### config.mk
export PLATFORM = sky130hd
export DESIGN_NAME = tcd_top
export DESIGN_NICKNAME = d
export VERILOG_FILES = /design/src/tcd_pkg.sv /design/src/tcd_top.sv
export VERILOG_INCLUDE_DIRS = /design/src
export SDC_FILE = /design/constraint.sdc
export NUM_CORES = 2
export LEC_CHECK = 0
export ABC_CLOCK_PERIOD_IN_PS = 29300
export BUFFER_PORTS_ARGS = -buffer_cell sky130_fd_sc_hd__buf_2
export CAP_MARGIN = 20
export CORE_ASPECT_RATIO = 0.8
export CORE_UTILIZATION = 55
export DETAILED_ROUTE_END_ITERATION = 8
export GPL_ROUTABILITY_DRIVEN = 1
export PLACE_DENSITY = 0.72
export SLEW_MARGIN = 20
export SYNTH_ARGS = -nofsm -noshare
export SYNTH_HDL_FRONTEND = slang
export SYNTH_SLANG_ARGS = --single-unit
### constraint.sdc
create_clock -name clk_i -period 29.3 [get_ports clk_i]
set_clock_uncertainty 0.15 [all_clocks]
set_input_delay 1.465 -clock clk_i [delete_from_list [all_inputs] [get_ports clk_i]]
set_output_delay 1.465 -clock clk_i [all_outputs]
set_load 0.03 [all_outputs]
### src/tcd_defines.svh
// Offsets, field positions, reset values and timing counts of the decoder
`ifndef TCD_DEFINES_SVH
`define TCD_DEFINES_SVH
`define TCD_ADDR_CTRL 7'h00
`define TCD_ADDR_FILT 7'h04
`define TCD_ADDR_FSEL_LO 7'h08
`define TCD_ADDR_FSEL_HI 7'h0c
`define TCD_ADDR_MAXF 7'h10
`define TCD_ADDR_STATUS 7'h14
`define TCD_ADDR_REF_BASE 7'h40
`define TCD_CTRL_MODE_LSB 0
`define TCD_CTRL_TGT_LSB 4
`define TCD_ST_RUN_BIT 16
`define TCD_ST_REV_BIT 17
`define TCD_ST_IDX_LSB 20
`define TCD_ST_RAMP_LSB 24
`define TCD_ST_MOTOR_LSB 26
`define TCD_MODE_RST 2'h0
`define TCD_FILT_RST_MS 10'h00a
`define TCD_FILT_MAX_MS 10'h3e8
`define TCD_FSEL_LO_RST 32'h0000_0321
`define TCD_FSEL_HI_RST 32'h0000_0000
`define TCD_MAXF_RST 16'h1388
`define TCD_FULL_SCALE 16'h2710
`define TCD_CLK_PERIOD_NS 4
`define TCD_TICK_NS 1000000
`define TCD_TICK_CYCLES (`TCD_TICK_NS / `TCD_CLK_PERIOD_NS)
`endif

### src/tcd_pkg.sv
// Types shared by the terminal command decoder
package tcd_pkg;
   // Terminal function codes
   typedef enum logic [3:0] {
      TCD_FN_NONE = 4'h0,
      TCD_FN_FWD_RUN = 4'h1,
      TCD_FN_REV_DIR = 4'h2,
      TCD_FN_THREE_LINE = 4'h3,
      TCD_FN_SEL0 = 4'h4,
      TCD_FN_SEL1 = 4'h5,
      TCD_FN_SEL2 = 4'h6,
      TCD_FN_SEL3 = 4'h7,
      TCD_FN_RAMP0 = 4'h8,
      TCD_FN_RAMP1 = 4'h9,
      TCD_FN_MOTOR0 = 4'ha,
      TCD_FN_MOTOR1 = 4'hb
   } tcd_func_t;

   typedef enum logic [1:0] {
      TCD_MODE_TWO_1 = 2'h0,
      TCD_MODE_TWO_2 = 2'h1,
      TCD_MODE_THREE_1 = 2'h2,
      TCD_MODE_THREE_2 = 2'h3
   } tcd_mode_t;

   typedef enum logic [1:0] {
      TCD_TGT_SPEED = 2'h0,
      TCD_TGT_PID = 2'h1,
      TCD_TGT_VF = 2'h2
   } tcd_target_t;

   typedef enum logic [2:0] {
      TCD_LS_STOP = 3'b001,
      TCD_LS_FWD = 3'b010,
      TCD_LS_REV = 3'b100
   } tcd_latch_t;

   // Terminal levels gathered by assigned function
   typedef struct packed {
      logic fwd_run;
      logic rev_dir;
      logic three_line;
      logic [3:0] sel;
      logic [1:0] ramp;
      logic [1:0] motor;
   } tcd_roles_t;
endpackage

### src/tcd_top.sv
// Terminal command decoder with filter, role mapping and AXI4-Lite registers
// Notes on behaviour
// - Four select roles form a 4-bit index, bit3 most significant, 0..15.
// - The chosen reference scales so that 100.00% equals max frequency.
// - The chosen reference may feed speed, PID setpoint or V/F voltage.
// - Two ramp roles form a 2-bit index, set 1 to set 4.
// - Two motor roles form a 2-bit index, motor 1 to motor 4.
// - Each terminal is accepted only after a stable 0 to 1000 ms, 10 ms.
// - Command mode 0..3 picks two-line 1/2 or three-line 1/2, reset 0.
// - Two-line 1: forward alone runs forward, reverse alone reverse.
// - Two-line 2: run enable with direction off forward, on reverse.
// - Three-line 1: with enable on, a pulse starts forward or reverse.
// - In three-line modes loss of enable stops at once.
// - Three-line 1 keeps the latest accepted pulse as the direction.
// - Each of ten terminals takes its role from a function selection.
`timescale 1ns/1ns
`include "tcd_defines.svh"
module tcd_top
   import tcd_pkg::*;
#(
   parameter int N_TERM = 10,
   parameter int TICK_CYCLES = `TCD_TICK_CYCLES
)
(
   // Clock and reset
   input wire logic clk_i,
   input wire logic reset_i,
   // Raw input terminals
   input wire logic [N_TERM-1:0] terminal_i,
   // AXI4-Lite write
   input wire logic [6:0] s_axi_awaddr_i,
   input wire logic s_axi_awvalid_i,
   output logic s_axi_awready_o,
   input wire logic [31:0] s_axi_wdata_i,
   input wire logic [3:0] s_axi_wstrb_i,
   input wire logic s_axi_wvalid_i,
   output logic s_axi_wready_o,
   output logic [1:0] s_axi_bresp_o,
   output logic s_axi_bvalid_o,
   input wire logic s_axi_bready_i,
   // AXI4-Lite read
   input wire logic [6:0] s_axi_araddr_i,
   input wire logic s_axi_arvalid_i,
   output logic s_axi_arready_o,
   output logic [31:0] s_axi_rdata_o,
   output logic [1:0] s_axi_rresp_o,
   output logic s_axi_rvalid_o,
   input wire logic s_axi_rready_i,
   // Drive commands
   output logic run_o,
   output logic reverse_o,
   output logic [3:0] ref_index_o,
   output logic [1:0] ramp_set_o,
   output logic [1:0] motor_sel_o,
   output logic [1:0] ref_target_o,
   output logic [15:0] freq_ref_o,
   output logic [15:0] setpoint_o
);
   localparam logic [1:0] RESP_OKAY = 2'h0;
   localparam logic [1:0] RESP_SLVERR = 2'h2;

   logic [1:0] mode_r;
   logic [1:0] target_r;
   logic [9:0] filt_ms_r;
   logic [31:0] fsel_lo_r;
   logic [31:0] fsel_hi_r;
   logic [15:0] maxf_r;
   logic [15:0] ref_r [16];
   logic [N_TERM-1:0] stable_r;
   logic [9:0] cnt_r [N_TERM];
   logic [31:0] tick_cnt_r;
   logic tick_r;
   tcd_roles_t roles;
   tcd_roles_t roles_prev_r;
   tcd_latch_t latch_r;
   tcd_latch_t latch_nxt;
   logic run_nxt;
   logic rev_nxt;
   logic aw_hold_r;
   logic w_hold_r;
   logic [6:0] awaddr_r;
   logic [31:0] wdata_r;
   logic [3:0] wstrb_r;
   logic bvalid_r;
   logic [1:0] bresp_r;
   logic rvalid_r;
   logic [31:0] rdata_r;
   logic [1:0] rresp_r;
   logic do_write;
   logic [31:0] status;

   function automatic logic [31:0] merge(input logic [31:0] old,
      input logic [31:0] data, input logic [3:0] strb);
      logic [31:0] res;
      res = old;
      for (int b = 0; b < 4; b++)
      begin
         if (strb[b])
            res[b*8 +: 8] = data[b*8 +: 8];
      end
      return res;
   endfunction

   function automatic logic mapped(input logic [6:0] a);
      return (a[6] == 1'b1 && a[1:0] == 2'h0) ||
         a == `TCD_ADDR_CTRL || a == `TCD_ADDR_FILT ||
         a == `TCD_ADDR_FSEL_LO || a == `TCD_ADDR_FSEL_HI ||
         a == `TCD_ADDR_MAXF || a == `TCD_ADDR_STATUS;
   endfunction

   function automatic logic [3:0] fsel(input int t,
      input logic [31:0] lo, input logic [31:0] hi);
      logic [63:0] all;
      all = {hi, lo};
      return all[t*4 +: 4];
   endfunction

   function automatic logic [15:0] scale(input logic [15:0] pct,
      input logic [15:0] maxf);
      logic [31:0] prod;
      prod = (32'(pct) * 32'(maxf)) / 32'(`TCD_FULL_SCALE);
      return prod[15:0];
   endfunction

   // AXI4-Lite handshakes
   assign s_axi_awready_o = !aw_hold_r && !bvalid_r;
   assign s_axi_wready_o = !w_hold_r && !bvalid_r;
   assign s_axi_arready_o = !rvalid_r;
   assign s_axi_bvalid_o = bvalid_r;
   assign s_axi_bresp_o = bresp_r;
   assign s_axi_rvalid_o = rvalid_r;
   assign s_axi_rdata_o = rdata_r;
   assign s_axi_rresp_o = rresp_r;
   assign do_write = aw_hold_r && w_hold_r && !bvalid_r;

   always_ff @(posedge clk_i or posedge reset_i)
   begin
      if (reset_i)
      begin
         aw_hold_r <= 1'b0;
         w_hold_r <= 1'b0;
         awaddr_r <= 7'h00;
         wdata_r <= 32'h0000_0000;
         wstrb_r <= 4'h0;
         bvalid_r <= 1'b0;
         bresp_r <= 2'h0;
      end
      else
      begin
         if (s_axi_awvalid_i && s_axi_awready_o)
         begin
            aw_hold_r <= 1'b1;
            awaddr_r <= s_axi_awaddr_i;
         end
         if (s_axi_wvalid_i && s_axi_wready_o)
         begin
            w_hold_r <= 1'b1;
            wdata_r <= s_axi_wdata_i;
            wstrb_r <= s_axi_wstrb_i;
         end
         if (do_write)
         begin
            aw_hold_r <= 1'b0;
            w_hold_r <= 1'b0;
            bvalid_r <= 1'b1;
            bresp_r <= mapped(awaddr_r) ? RESP_OKAY : RESP_SLVERR;
         end
         else if (bvalid_r && s_axi_bready_i)
            bvalid_r <= 1'b0;
      end
   end

   always_ff @(posedge clk_i or posedge reset_i)
   begin
      if (reset_i)
      begin
         rvalid_r <= 1'b0;
         rdata_r <= 32'h0000_0000;
         rresp_r <= 2'h0;
      end
      else if (s_axi_arvalid_i && s_axi_arready_o)
      begin
         rvalid_r <= 1'b1;
         rresp_r <= mapped(s_axi_araddr_i) ? RESP_OKAY : RESP_SLVERR;
         if (s_axi_araddr_i[6] && s_axi_araddr_i[1:0] == 2'h0)
            rdata_r <= {16'h0000, ref_r[s_axi_araddr_i[5:2]]};
         else
            case (s_axi_araddr_i)
               `TCD_ADDR_CTRL: rdata_r <= {26'h0, target_r, 2'h0, mode_r};
               `TCD_ADDR_FILT: rdata_r <= {22'h0, filt_ms_r};
               `TCD_ADDR_FSEL_LO: rdata_r <= fsel_lo_r;
               `TCD_ADDR_FSEL_HI: rdata_r <= fsel_hi_r;
               `TCD_ADDR_MAXF: rdata_r <= {16'h0000, maxf_r};
               `TCD_ADDR_STATUS: rdata_r <= status;
               default: rdata_r <= 32'h0000_0000;
            endcase
      end
      else if (rvalid_r && s_axi_rready_i)
         rvalid_r <= 1'b0;
   end

   // Configuration registers
   always_ff @(posedge clk_i or posedge reset_i)
   begin
      if (reset_i)
      begin
         mode_r <= `TCD_MODE_RST;
         target_r <= TCD_TGT_SPEED;
         filt_ms_r <= `TCD_FILT_RST_MS;
         fsel_lo_r <= `TCD_FSEL_LO_RST;
         fsel_hi_r <= `TCD_FSEL_HI_RST;
         maxf_r <= `TCD_MAXF_RST;
      end
      else if (do_write)
      begin
         logic [31:0] v;
         v = 32'h0000_0000;
         case (awaddr_r)
            `TCD_ADDR_CTRL:
            begin
               v = merge({26'h0, target_r, 2'h0, mode_r}, wdata_r, wstrb_r);
               mode_r <= v[`TCD_CTRL_MODE_LSB +: 2];
               // Code 3 has no destination, previous target kept
               if (v[`TCD_CTRL_TGT_LSB +: 2] != 2'h3)
                  target_r <= v[`TCD_CTRL_TGT_LSB +: 2];
            end
            `TCD_ADDR_FILT:
            begin
               v = merge({22'h0, filt_ms_r}, wdata_r, wstrb_r);
               if (v[31:10] != 22'h0 || v[9:0] > `TCD_FILT_MAX_MS)
                  filt_ms_r <= `TCD_FILT_MAX_MS;
               else
                  filt_ms_r <= v[9:0];
            end
            `TCD_ADDR_FSEL_LO:
               fsel_lo_r <= merge(fsel_lo_r, wdata_r, wstrb_r);
            `TCD_ADDR_FSEL_HI:
               fsel_hi_r <= merge(fsel_hi_r, wdata_r, wstrb_r) &
                  32'h0000_00ff;
            `TCD_ADDR_MAXF:
            begin
               v = merge({16'h0000, maxf_r}, wdata_r, wstrb_r);
               maxf_r <= v[15:0];
            end
            default:
               v = 32'h0000_0000;
         endcase
      end
   end

   // Reference table, clamped so that products stay in range
   always_ff @(posedge clk_i or posedge reset_i)
   begin
      if (reset_i)
      begin
         for (int i = 0; i < 16; i++)
            ref_r[i] <= 16'h0000;
      end
      else if (do_write && awaddr_r[6] && awaddr_r[1:0] == 2'h0)
      begin
         logic [31:0] v;
         v = merge({16'h0000, ref_r[awaddr_r[5:2]]}, wdata_r, wstrb_r);
         if (v[31:16] != 16'h0000 || v[15:0] > `TCD_FULL_SCALE)
            ref_r[awaddr_r[5:2]] <= `TCD_FULL_SCALE;
         else
            ref_r[awaddr_r[5:2]] <= v[15:0];
      end
   end

   // Millisecond enable for the filters
   always_ff @(posedge clk_i or posedge reset_i)
   begin
      if (reset_i)
      begin
         tick_cnt_r <= 32'h0000_0000;
         tick_r <= 1'b0;
      end
      else if (tick_cnt_r >= 32'(TICK_CYCLES - 1))
      begin
         tick_cnt_r <= 32'h0000_0000;
         tick_r <= 1'b1;
      end
      else
      begin
         tick_cnt_r <= tick_cnt_r + 32'h0000_0001;
         tick_r <= 1'b0;
      end
   end

   // A bounce back to the old level restarts the wait
   always_ff @(posedge clk_i or posedge reset_i)
   begin
      if (reset_i)
      begin
         stable_r <= '0;
         for (int t = 0; t < N_TERM; t++)
            cnt_r[t] <= 10'h000;
      end
      else
      begin
         for (int t = 0; t < N_TERM; t++)
         begin
            if (terminal_i[t] == stable_r[t])
               cnt_r[t] <= 10'h000;
            else if (filt_ms_r == 10'h000)
               stable_r[t] <= terminal_i[t];
            else if (tick_r)
            begin
               if (cnt_r[t] + 10'h001 >= filt_ms_r)
               begin
                  stable_r[t] <= terminal_i[t];
                  cnt_r[t] <= 10'h000;
               end
               else
                  cnt_r[t] <= cnt_r[t] + 10'h001;
            end
         end
      end
   end

   // Gather filtered levels by assigned function
   always_comb
   begin
      roles = '0;
      for (int t = 0; t < N_TERM; t++)
      begin
         case (fsel(t, fsel_lo_r, fsel_hi_r))
            TCD_FN_FWD_RUN: roles.fwd_run = roles.fwd_run | stable_r[t];
            TCD_FN_REV_DIR: roles.rev_dir = roles.rev_dir | stable_r[t];
            TCD_FN_THREE_LINE:
               roles.three_line = roles.three_line | stable_r[t];
            TCD_FN_SEL0: roles.sel[0] = roles.sel[0] | stable_r[t];
            TCD_FN_SEL1: roles.sel[1] = roles.sel[1] | stable_r[t];
            TCD_FN_SEL2: roles.sel[2] = roles.sel[2] | stable_r[t];
            TCD_FN_SEL3: roles.sel[3] = roles.sel[3] | stable_r[t];
            TCD_FN_RAMP0: roles.ramp[0] = roles.ramp[0] | stable_r[t];
            TCD_FN_RAMP1: roles.ramp[1] = roles.ramp[1] | stable_r[t];
            TCD_FN_MOTOR0: roles.motor[0] = roles.motor[0] | stable_r[t];
            TCD_FN_MOTOR1: roles.motor[1] = roles.motor[1] | stable_r[t];
            default: roles.sel = roles.sel;
         endcase
      end
   end

   // Run command decoding
   always_comb
   begin
      latch_nxt = TCD_LS_STOP;
      run_nxt = 1'b0;
      rev_nxt = 1'b0;
      case (mode_r)
         TCD_MODE_TWO_1:
         begin
            run_nxt = roles.fwd_run ^ roles.rev_dir;
            rev_nxt = roles.rev_dir & ~roles.fwd_run;
         end
         TCD_MODE_TWO_2:
         begin
            run_nxt = roles.fwd_run;
            rev_nxt = roles.fwd_run & roles.rev_dir;
         end
         TCD_MODE_THREE_1:
         begin
            latch_nxt = latch_r;
            // Forward wins when both pulses land together
            if (!roles.three_line)
               latch_nxt = TCD_LS_STOP;
            else if (roles.fwd_run && !roles_prev_r.fwd_run)
               latch_nxt = TCD_LS_FWD;
            else if (roles.rev_dir && !roles_prev_r.rev_dir)
               latch_nxt = TCD_LS_REV;
            run_nxt = latch_nxt != TCD_LS_STOP;
            rev_nxt = latch_nxt == TCD_LS_REV;
         end
         TCD_MODE_THREE_2:
         begin
            latch_nxt = latch_r;
            if (!roles.three_line)
               latch_nxt = TCD_LS_STOP;
            else if (roles.fwd_run && !roles_prev_r.fwd_run)
               latch_nxt = TCD_LS_FWD;
            run_nxt = latch_nxt != TCD_LS_STOP;
            // Direction follows the switch live while running
            rev_nxt = run_nxt & roles.rev_dir;
         end
         default:
            latch_nxt = TCD_LS_STOP;
      endcase
   end

   always_ff @(posedge clk_i or posedge reset_i)
   begin
      if (reset_i)
      begin
         latch_r <= TCD_LS_STOP;
         roles_prev_r <= '0;
         run_o <= 1'b0;
         reverse_o <= 1'b0;
      end
      else
      begin
         latch_r <= latch_nxt;
         roles_prev_r <= roles;
         run_o <= run_nxt;
         reverse_o <= rev_nxt;
      end
   end

   // Selections and reference outputs
   always_ff @(posedge clk_i or posedge reset_i)
   begin
      if (reset_i)
      begin
         ref_index_o <= 4'h0;
         ramp_set_o <= 2'h0;
         motor_sel_o <= 2'h0;
         ref_target_o <= TCD_TGT_SPEED;
         freq_ref_o <= 16'h0000;
         setpoint_o <= 16'h0000;
      end
      else
      begin
         ref_index_o <= roles.sel;
         ramp_set_o <= roles.ramp;
         motor_sel_o <= roles.motor;
         ref_target_o <= target_r;
         if (target_r == TCD_TGT_SPEED)
         begin
            freq_ref_o <= scale(ref_r[roles.sel], maxf_r);
            setpoint_o <= 16'h0000;
         end
         else
         begin
            freq_ref_o <= 16'h0000;
            setpoint_o <= ref_r[roles.sel];
         end
      end
   end

   always_comb
   begin
      status = 32'h0000_0000;
      status[N_TERM-1:0] = stable_r;
      status[`TCD_ST_RUN_BIT] = run_o;
      status[`TCD_ST_REV_BIT] = reverse_o;
      status[`TCD_ST_IDX_LSB +: 4] = ref_index_o;
      status[`TCD_ST_RAMP_LSB +: 2] = ramp_set_o;
      status[`TCD_ST_MOTOR_LSB +: 2] = motor_sel_o;
   end
endmodule
# == Word level (Yosys, flattened, before mapping) ==
# Index checks and enable logic that the tools add are counted.
# word_totals
regBits,601
input_bits,67
output_inout_bits,85
wordCells,708
# op_classes
n_addsub,11
multipliers,1
div,1
order_cmp,17
n_eq_ne,148
n_mux,241
n_bitwise,120
reduce_logical,100
# op_table
operator,count
10-bit 2-to-1 mux,41
256-bit bitwise mux,1
256-bit 2-to-1 mux,1
16-bit binary-select mux with 4-bit select,3
32-bit one-hot mux with 6 select lines,1
176-bit AND,1
176-bit NOT,1
4-bit by 3-bit == test with 1-bit output (second input constant),40
4-bit == test (second input constant),40
1-bit 2-to-1 mux,149
16-bit 2-to-1 mux,9
8-bit 2-to-1 mux,18
10-bit by 1-bit adder with 10-bit output (second input constant),10
10-bit greater-or-equal comparator,10
1-bit OR,99
4-bit by 2-bit == test with 1-bit output (second input constant),20
80-bit OR,1
16-bit demux with 4-bit select,1
32-bit 2-to-1 mux,2
3-bit AND reduction,19
2-bit nonzero test,25
4-bit by 1-bit == test with 1-bit output (second input constant),10
32-bit by 1-bit adder with 32-bit output (second input constant),1
32-bit by 14-bit divider with 32-bit output (second input constant),1
35 further kinds,135

# == Logic depth before layout (Yosys ltp) ==
# logic_depth
word_depth,27
mapped_depth,103
mapped_depth_nobuf,85

# == Worst setup path before layout ==
# Ideal clock, no wire load.
# synth_path
kind,flip-flop to flip-flop
startpoint,reg fsel_lo_r[20]
endpoint,reg freq_ref_o[0]
setup_ps,125
arrival_time_ps,23111
required_time_ps,29025
setup_slack_ps,5913
stages_incl_launch_ff,93
path_buffers,11
synth_period_minus_slack_ps,23387
path_cell_list,dfrtp_1 > clkbuf_1 > or3b_2 > o2bb2ai_1 > nor4_1 > and2_1 > inv_1 > clkbuf_1 > clkbuf_1 > clkbuf_1 > nand2_1 > a311oi_1 > a31oi_1 > a21oi_1 > clkbuf_1 > nand2_1 > fa_1 > inv_1 > [... 57 more ...] > and2_1 > buf_4 > a22o_2 > a311o_2 > and2_1 > o21ai_1 > maj3_2 > xnor2_1 > a2111oi_1 > o31a_1 > o31ai_1 > a21oi_1 > o31a_1 > o221a_1 > o21bai_1 > a31oi_1 > nor3_1 > nor3_1
# synth_via
elab_chain_cells,17
elab_cells_between_ends,47
cone_classes,mul (1); div (1); eq/ne (4); mux (24); bitwise (17)
# synth_lines
item,line_no,source
start: declaration,tcd_top.sv:65,logic [31:0] fsel_lo_r;
start signal: assignment,tcd_top.sv:210,fsel_lo_r <= `TCD_FSEL_LO_RST;
start signal: assignment,tcd_top.sv:236,"fsel_lo_r <= merge(fsel_lo_r, wdata_r, wstrb_r);"
4-bit by 3-bit == test with 1-bit output,tcd_top.sv:327,"case (fsel(t, fsel_lo_r, fsel_hi_r))"
1-bit 2-to-1 mux,tcd_top.sv:327,
1-bit OR (on tied branches),--,
1-bit 2-to-1 mux,tcd_top.sv:327,
1-bit OR (on tied branches),--,
1-bit 2-to-1 mux,tcd_top.sv:327,
1-bit OR (on tied branches),--,
1-bit 2-to-1 mux,tcd_top.sv:327,
1-bit OR (on tied branches),--,
1-bit 2-to-1 mux,tcd_top.sv:327,
4-bit NOT with 5-bit output (not written as such) *,tcd_top.sv:429,"freq_ref_o <= scale(ref_r[roles.sel], maxf_r);"
16-bit binary-select mux with 4-bit select *,tcd_top.sv:429,
16-bit 2-to-1 mux (not written as such) * (2 in a row),tcd_top.sv:429,
16-bit by 16-bit multiplier with 32-bit output *,tcd_top.sv:121,prod = (32'(pct) * 32'(maxf)) / 32'(`TCD_FULL_SCALE);
32-bit by 14-bit divider with 32-bit output *,tcd_top.sv:121,
16-bit 2-to-1 mux *,tcd_top.sv:427,if (target_r == TCD_TGT_SPEED)
end signal: assignment,tcd_top.sv:429,
end: declaration,tcd_top.sv:56,"output logic [15:0] freq_ref_o,"
# Mark *: on every way between the ends. The rest lies on a longest branch, timed or not. The select of a mux whose other input is x is not followed.
# A chain may end at the register's enable or synchronous reset.

# == Worst setup path in the final report ==
# layout_path
startpoint,reg stable_r[4]
endpoint,reg freq_ref_o[0]
# layout_via
elab_chain_cells,19
elab_cells_between_ends,55
cone_classes,mul (1); div (1); mux (28); bitwise (25)
# layout_lines
item,line_no,source
start: declaration,tcd_top.sv:69,logic [N_TERM-1:0] stable_r;
start signal: indexed assignment,tcd_top.sv:306,stable_r[t] <= terminal_i[t];
start signal: indexed assignment,tcd_top.sv:311,stable_r[t] <= terminal_i[t];
1-bit OR (on tied branches),--,
1-bit 2-to-1 mux,tcd_top.sv:327,
1-bit OR (on tied branches),--,
1-bit 2-to-1 mux,tcd_top.sv:327,
1-bit OR (on tied branches),--,
1-bit 2-to-1 mux,tcd_top.sv:327,
1-bit OR (on tied branches),--,
1-bit 2-to-1 mux,tcd_top.sv:327,
[... 2 more ...],--,
1-bit OR (on tied branches),--,
1-bit 2-to-1 mux,tcd_top.sv:327,
4-bit NOT with 5-bit output (not written as such) *,tcd_top.sv:429,
16-bit binary-select mux with 4-bit select *,tcd_top.sv:429,
16-bit 2-to-1 mux (not written as such) * (2 in a row),tcd_top.sv:429,
16-bit by 16-bit multiplier with 32-bit output *,tcd_top.sv:121,
32-bit by 14-bit divider with 32-bit output *,tcd_top.sv:121,
16-bit 2-to-1 mux *,tcd_top.sv:427,
# Marks and branches as above.

==> results <==
- The worst setup path is captured at a register.
- STA classifies the critical path startpoint as a register.
- Broken down by cell family, the worst path's largest delay share belongs to compound AO/OA/AOI/OAI gates.
- The number of global-route vias before repair is 41990.
- The DRC violation count after routing is 0.
- The slew at the pin with the worst max-slew slack is 1220 ps.
- The HPWL reported at the end of detailed placement is 109600 um.
- After clock tree synthesis, the clock-pin slew on the worst setup and hold paths is 70 ps.
- The total overflow left after global routing is 0.
- The total via count after detailed routing is 44140.
- The biggest area contributor in the post-synthesis netlist is sky130_fd_sc_hd__dfrtp_1.
- For the worst setup path, the data required time is 29690 ps.
- The maximum number of pins on one net before global-route repair is 163.
- The worst path uses 94.74% of the clock period.
- After detailed routing, the total wire length is 155000 um.
- The run finished with clean final reports.
- The area enclosed by the die boundary is 0.09254 mm2.
- The sequential element share of the synthesized area is 29.87%.
- The floorplan step set the die height to 272.3 um.
- Summing internal, switching and leakage power gives 4468 uW.
- VDD sags by at most 0.1607 mV.
- For this design, the CTS-stage hold fixing added 0 buffers.
- The maximum single-stage delay on the critical path is 790 ps.
- The number of maximum-capacitance violations is 0.
- The cell-internal power is 2257 uW.
- The clock root buffer is sky130_fd_sc_hd__clkbuf_16.
- The filler cell count in the final layout is 7575.
- The area share of the largest cell type after synthesis is 29.25%.
- The first detailed-routing pass took 6 iterations.
- The flip-flop and latch count after synthesis is 599.
- The maximum achievable frequency is 36.02 MHz.
- The share of total power in combinational logic is 54.3%.
- The class of the most critical setup path is register to register.
- In this run the remaining antenna-violating nets after routing total 0.
- The finished layout holds 6742 standard cells, fillers aside.
- The final-report max-slew violation count is 0.
- The initial antenna violation count is 3.
- The distinct cell type count after synthesis is 145.
- The number of primary I/O pins is 152.
- In the final layout, the multi-input gates occupy 0.03315 mm2.
- The mean routed wirelength per cell is 22.99 um.
- The most used cell along the critical path is sky130_fd_sc_hd__fa_1.
- By area the synthesized netlist is led by sky130_fd_sc_hd__dfrtp_1 29%, sky130_fd_sc_hd__fa_1 7.7%, sky130_fd_sc_hd__mux4_2 6.8%.
- For this block, the initial DRC count from the detailed router was 5218.
- CTS built an H-tree with a depth of 3.
- Port buffering added 149 buffers.
- The total clock sinks is 599.
- The sequential power share is 26.5%.
- The layout overhead on the synthesized area is 7.932%.
- The number of gates given a new drive strength after cts is 0.
- For this run, the leading register cell type out of synthesis is sky130_fd_sc_hd__dfrtp_1.
- Counting along the longest clock path gives a buffer depth of 3.
- In this run the power density over the cells is 82.42 mW/mm2.
- Hold timing on the final database bottoms out at a slack of 320.9 ps.
- Measured along the x axis, the die boundary spans 339.9 um.
- The register area is 0.01501 mm2.
- The final period demand of the worst path is 27760 ps.
- The clock latency on the worst-skew pair is 630 ps.
- Yosys mapped a number of flops with a built-in enable equal to 0.
- The clock group share of total power is 19.2%.
- The cell count after synthesis came out at 5487.
- The number of warning messages in the yosys log is 0.
- In this run the static leakage power is 0.02417 uW.
- In the global route stage, overall resource usage came out at 33.20%.
- The post-CTS setup-driven buffer insertion count is 0.
- Dividing the detail-routed via count by the number of cells gives 6.547.
- The CTS buffer count is 66.
- The worst hold path belongs to the class register to register.
- At the worst endpoint, the arrival time is 28140 ps.
- The first global-routing pass estimated 243700 um of wire.
- In the synthesized netlist the async set-or-reset flop fraction comes to 100.0%.
- The placer's final routability congestion estimate is 1.002.
- Together, buffers and inverters on the worst path number 7.
- After floorplanning, the core was divided into 98 placement rows.
- The final hold violation count is 0.
- The starting density of the core is 55.88%.
- The synthesized area per cell is 9.154 um2.
- Of all nets on the critical path, the largest fanout is 75.
- The net switching fraction of the power is 49.47%.
- The net count of the finished layout is 5961.
- Including well taps, the total number of placed cells is 6615.
- Setup violations remaining at the end of the flow were counted as 0.
- TritonCTS built the clock tree.
- Cells with a size suffix above 1 make up 15.88% of the layout.
- The max-slew headroom at the worst pin is 18.39%.
- The reported net switching power is 2210 uW.
- After synthesis the cells add up to 0.05023 mm2.
- The core outline area is 0.08988 mm2.
- The cell type of the slowest stage on the worst timing path is sky130_fd_sc_hd__a2111oi_1.
[flip-flops by register name, indices dropped and copies added, names as in the netlist, 2 cells and up]
register,flops
setpoint_o,16
fsel_hi_r,8
awaddr_r,7
ref_index_o,4
motor_sel_o,2
mode_r,2
target_r,2
fsel_lo_r,32
freq_ref_o,16
ref_r,256
wstrb_r,4
filt_ms_r,10
cnt_r,100
wdata_r,32
tick_cnt_r,32
s_axi_rdata_o,32
ramp_set_o,2
latch_r,3
ref_target_o,2
stable_r,10
maxf_r,16
roles_prev_r,2
[cell usage in the layout (no fill, tap or decap), types with 19 or more instances in the layout]
master,count
sky130_fd_sc_hd__nand2_1,854
sky130_fd_sc_hd__dfrtp_1,585
sky130_fd_sc_hd__nor2_1,366
sky130_fd_sc_hd__inv_1,291
sky130_fd_sc_hd__nand3_1,274
sky130_fd_sc_hd__a21oi_1,234
sky130_fd_sc_hd__mux2_2,224
sky130_fd_sc_hd__ha_1,215
sky130_fd_sc_hd__o21ai_0,199
sky130_fd_sc_hd__fa_1,194
sky130_fd_sc_hd__mux4_2,151
sky130_fd_sc_hd__buf_2,147
sky130_fd_sc_hd__xnor2_1,123
sky130_fd_sc_hd__and2_1,115
sky130_fd_sc_hd__nand4_1,114
sky130_fd_sc_hd__nor3_1,82
sky130_fd_sc_hd__nor2b_1,76
sky130_fd_sc_hd__xor2_1,76
sky130_fd_sc_hd__clkbuf_16,67
sky130_fd_sc_hd__buf_4,59
sky130_fd_sc_hd__o31ai_1,56
sky130_fd_sc_hd__nand2b_1,56
sky130_fd_sc_hd__a21o_1,52
sky130_fd_sc_hd__o211ai_1,50
sky130_fd_sc_hd__and3_1,42
sky130_fd_sc_hd__a211oi_1,41
sky130_fd_sc_hd__nor4_1,35
sky130_fd_sc_hd__o21ai_1,35
sky130_fd_sc_hd__a31oi_1,34
sky130_fd_sc_hd__mux2i_1,34
sky130_fd_sc_hd__o22ai_1,29
sky130_fd_sc_hd__o21a_1,26
sky130_fd_sc_hd__a22oi_1,26
sky130_fd_sc_hd__or3_1,20
sky130_fd_sc_hd__nand3b_1,20
sky130_fd_sc_hd__o32ai_1,19
[metrics by stage]
stage               util [%]  instance area [um2]  TNS [ps]  setup slack, ps
floorplan                  -                50280         0             5913
global placement       57.75                51900         0             2153
detailed placement     57.75                51900         0             1383
CTS                    60.18                54090         0             1289
global route           60.30                54200    -43.42           -43.42
finish                 60.31                54210         0             1541
[cell type report]
class	count	share of cell area, %
sequential	599	27.69
clock inverter	28	0.5470
tap	1200	2.770
inverter	296	2.077
clock buffer	92	3.488
antenna	5	0.02308
multi-input combinational	4313	61.15
timing repair buffer	209	2.257
[kinds of logic after synthesis]
family	count (synthesis)	synth area share [%]
simple gates	2169	20.41
compound gates	1078	15.21
flops	599	29.87
buf+inv	591	4.651
mux	422	12.80
fa+ha+maj	419	13.29
xor+xnor	208	3.754
other cells	1	0.007466
[power by group through the flow]
stage	registers (uW)	logic [uW]	clock network, uW
final	1180	2430	859
after global routing	1200	2630	901
after CTS	1170	2350	870
after detailed placement	1180	2340	0
after global placement	1180	2330	0
after floorplan	1080	1820	0
[routing by layer]
layer | wire length [um] | global-route usage, % | part of all wire [%]
met5 | 0 | 0 | 0
met4 | 5290 | 10.78 | 3.4
met3 | 17410 | 8.585 | 11
met2 | 65030 | 47.05 | 42
met1 | 67240 | 49.21 | 43
[worst register-to-register path: cells and delay by family, from the launching register on]
family          cells  cell delay [ps]
mux                 6             2500
simple gates       23             5530
xor+xnor            3              750
buf+inv             7             1350
fa+ha+maj           8             3940
flops               1              360
compound gates     37            13180
[synth_stat cells, types with 12 or more instances]
| library cell | instances |
|---|---|
| sky130_fd_sc_hd__buf_1 | 42 |
| sky130_fd_sc_hd__fa_1 | 194 |
| sky130_fd_sc_hd__a21oi_1 | 234 |
| sky130_fd_sc_hd__a211o_1 | 13 |
| sky130_fd_sc_hd__buf_4 | 19 |
| sky130_fd_sc_hd__o21a_1 | 27 |
| sky130_fd_sc_hd__nand2b_1 | 56 |
| sky130_fd_sc_hd__xor2_1 | 76 |
| sky130_fd_sc_hd__inv_1 | 293 |
| sky130_fd_sc_hd__a311oi_1 | 14 |
| sky130_fd_sc_hd__clkbuf_1 | 212 |
| sky130_fd_sc_hd__nand2_1 | 855 |
| sky130_fd_sc_hd__nor3_1 | 84 |
| sky130_fd_sc_hd__o211ai_1 | 50 |
| sky130_fd_sc_hd__o31ai_1 | 57 |
| sky130_fd_sc_hd__dfrtp_1 | 587 |
| sky130_fd_sc_hd__or3_1 | 20 |
| sky130_fd_sc_hd__mux2i_1 | 36 |
| sky130_fd_sc_hd__xnor2_1 | 125 |
| sky130_fd_sc_hd__nor2b_1 | 76 |
| sky130_fd_sc_hd__nor3b_1 | 12 |
| sky130_fd_sc_hd__o2111ai_1 | 14 |
| sky130_fd_sc_hd__o21ai_0 | 202 |
| sky130_fd_sc_hd__and2_1 | 117 |
| sky130_fd_sc_hd__mux4_2 | 151 |
| sky130_fd_sc_hd__nand3_1 | 278 |
| sky130_fd_sc_hd__ha_1 | 215 |
| sky130_fd_sc_hd__a22oi_1 | 26 |
| sky130_fd_sc_hd__nor4_1 | 36 |
| sky130_fd_sc_hd__a211oi_1 | 42 |
| sky130_fd_sc_hd__nor2_1 | 378 |
| sky130_fd_sc_hd__and3_1 | 42 |
| sky130_fd_sc_hd__o21ai_1 | 32 |
| sky130_fd_sc_hd__a31oi_1 | 35 |
| sky130_fd_sc_hd__buf_2 | 18 |
| sky130_fd_sc_hd__dfstp_2 | 12 |
| sky130_fd_sc_hd__o22ai_1 | 30 |
| sky130_fd_sc_hd__mux2_2 | 224 |
| sky130_fd_sc_hd__a21o_1 | 52 |
| sky130_fd_sc_hd__nand3b_1 | 20 |
| sky130_fd_sc_hd__nand4_1 | 114 |
| sky130_fd_sc_hd__o32ai_1 | 19 |
| sky130_fd_sc_hd__or2_2 | 17 |
[worst paths after layout]
path / start / endpoint / slack, ps / depth (start not counted)
min in group asynchronous: reset_i / ref_r[11] / 850 / 2
min: s_axi_rdata_o[30] / s_axi_rdata_o[30] / 320 / 2
min reg2reg: s_axi_rdata_o[30] / s_axi_rdata_o[30] / 320 / 2
max: stable_r[4] / freq_ref_o[0] / 1540 / 84
max reg2reg: stable_r[4] / freq_ref_o[0] / 1540 / 84
max in group asynchronous: reset_i / tick_cnt_r[17] / 25330 / 5
Note: power is estimated with default switching activity, not from simulation.
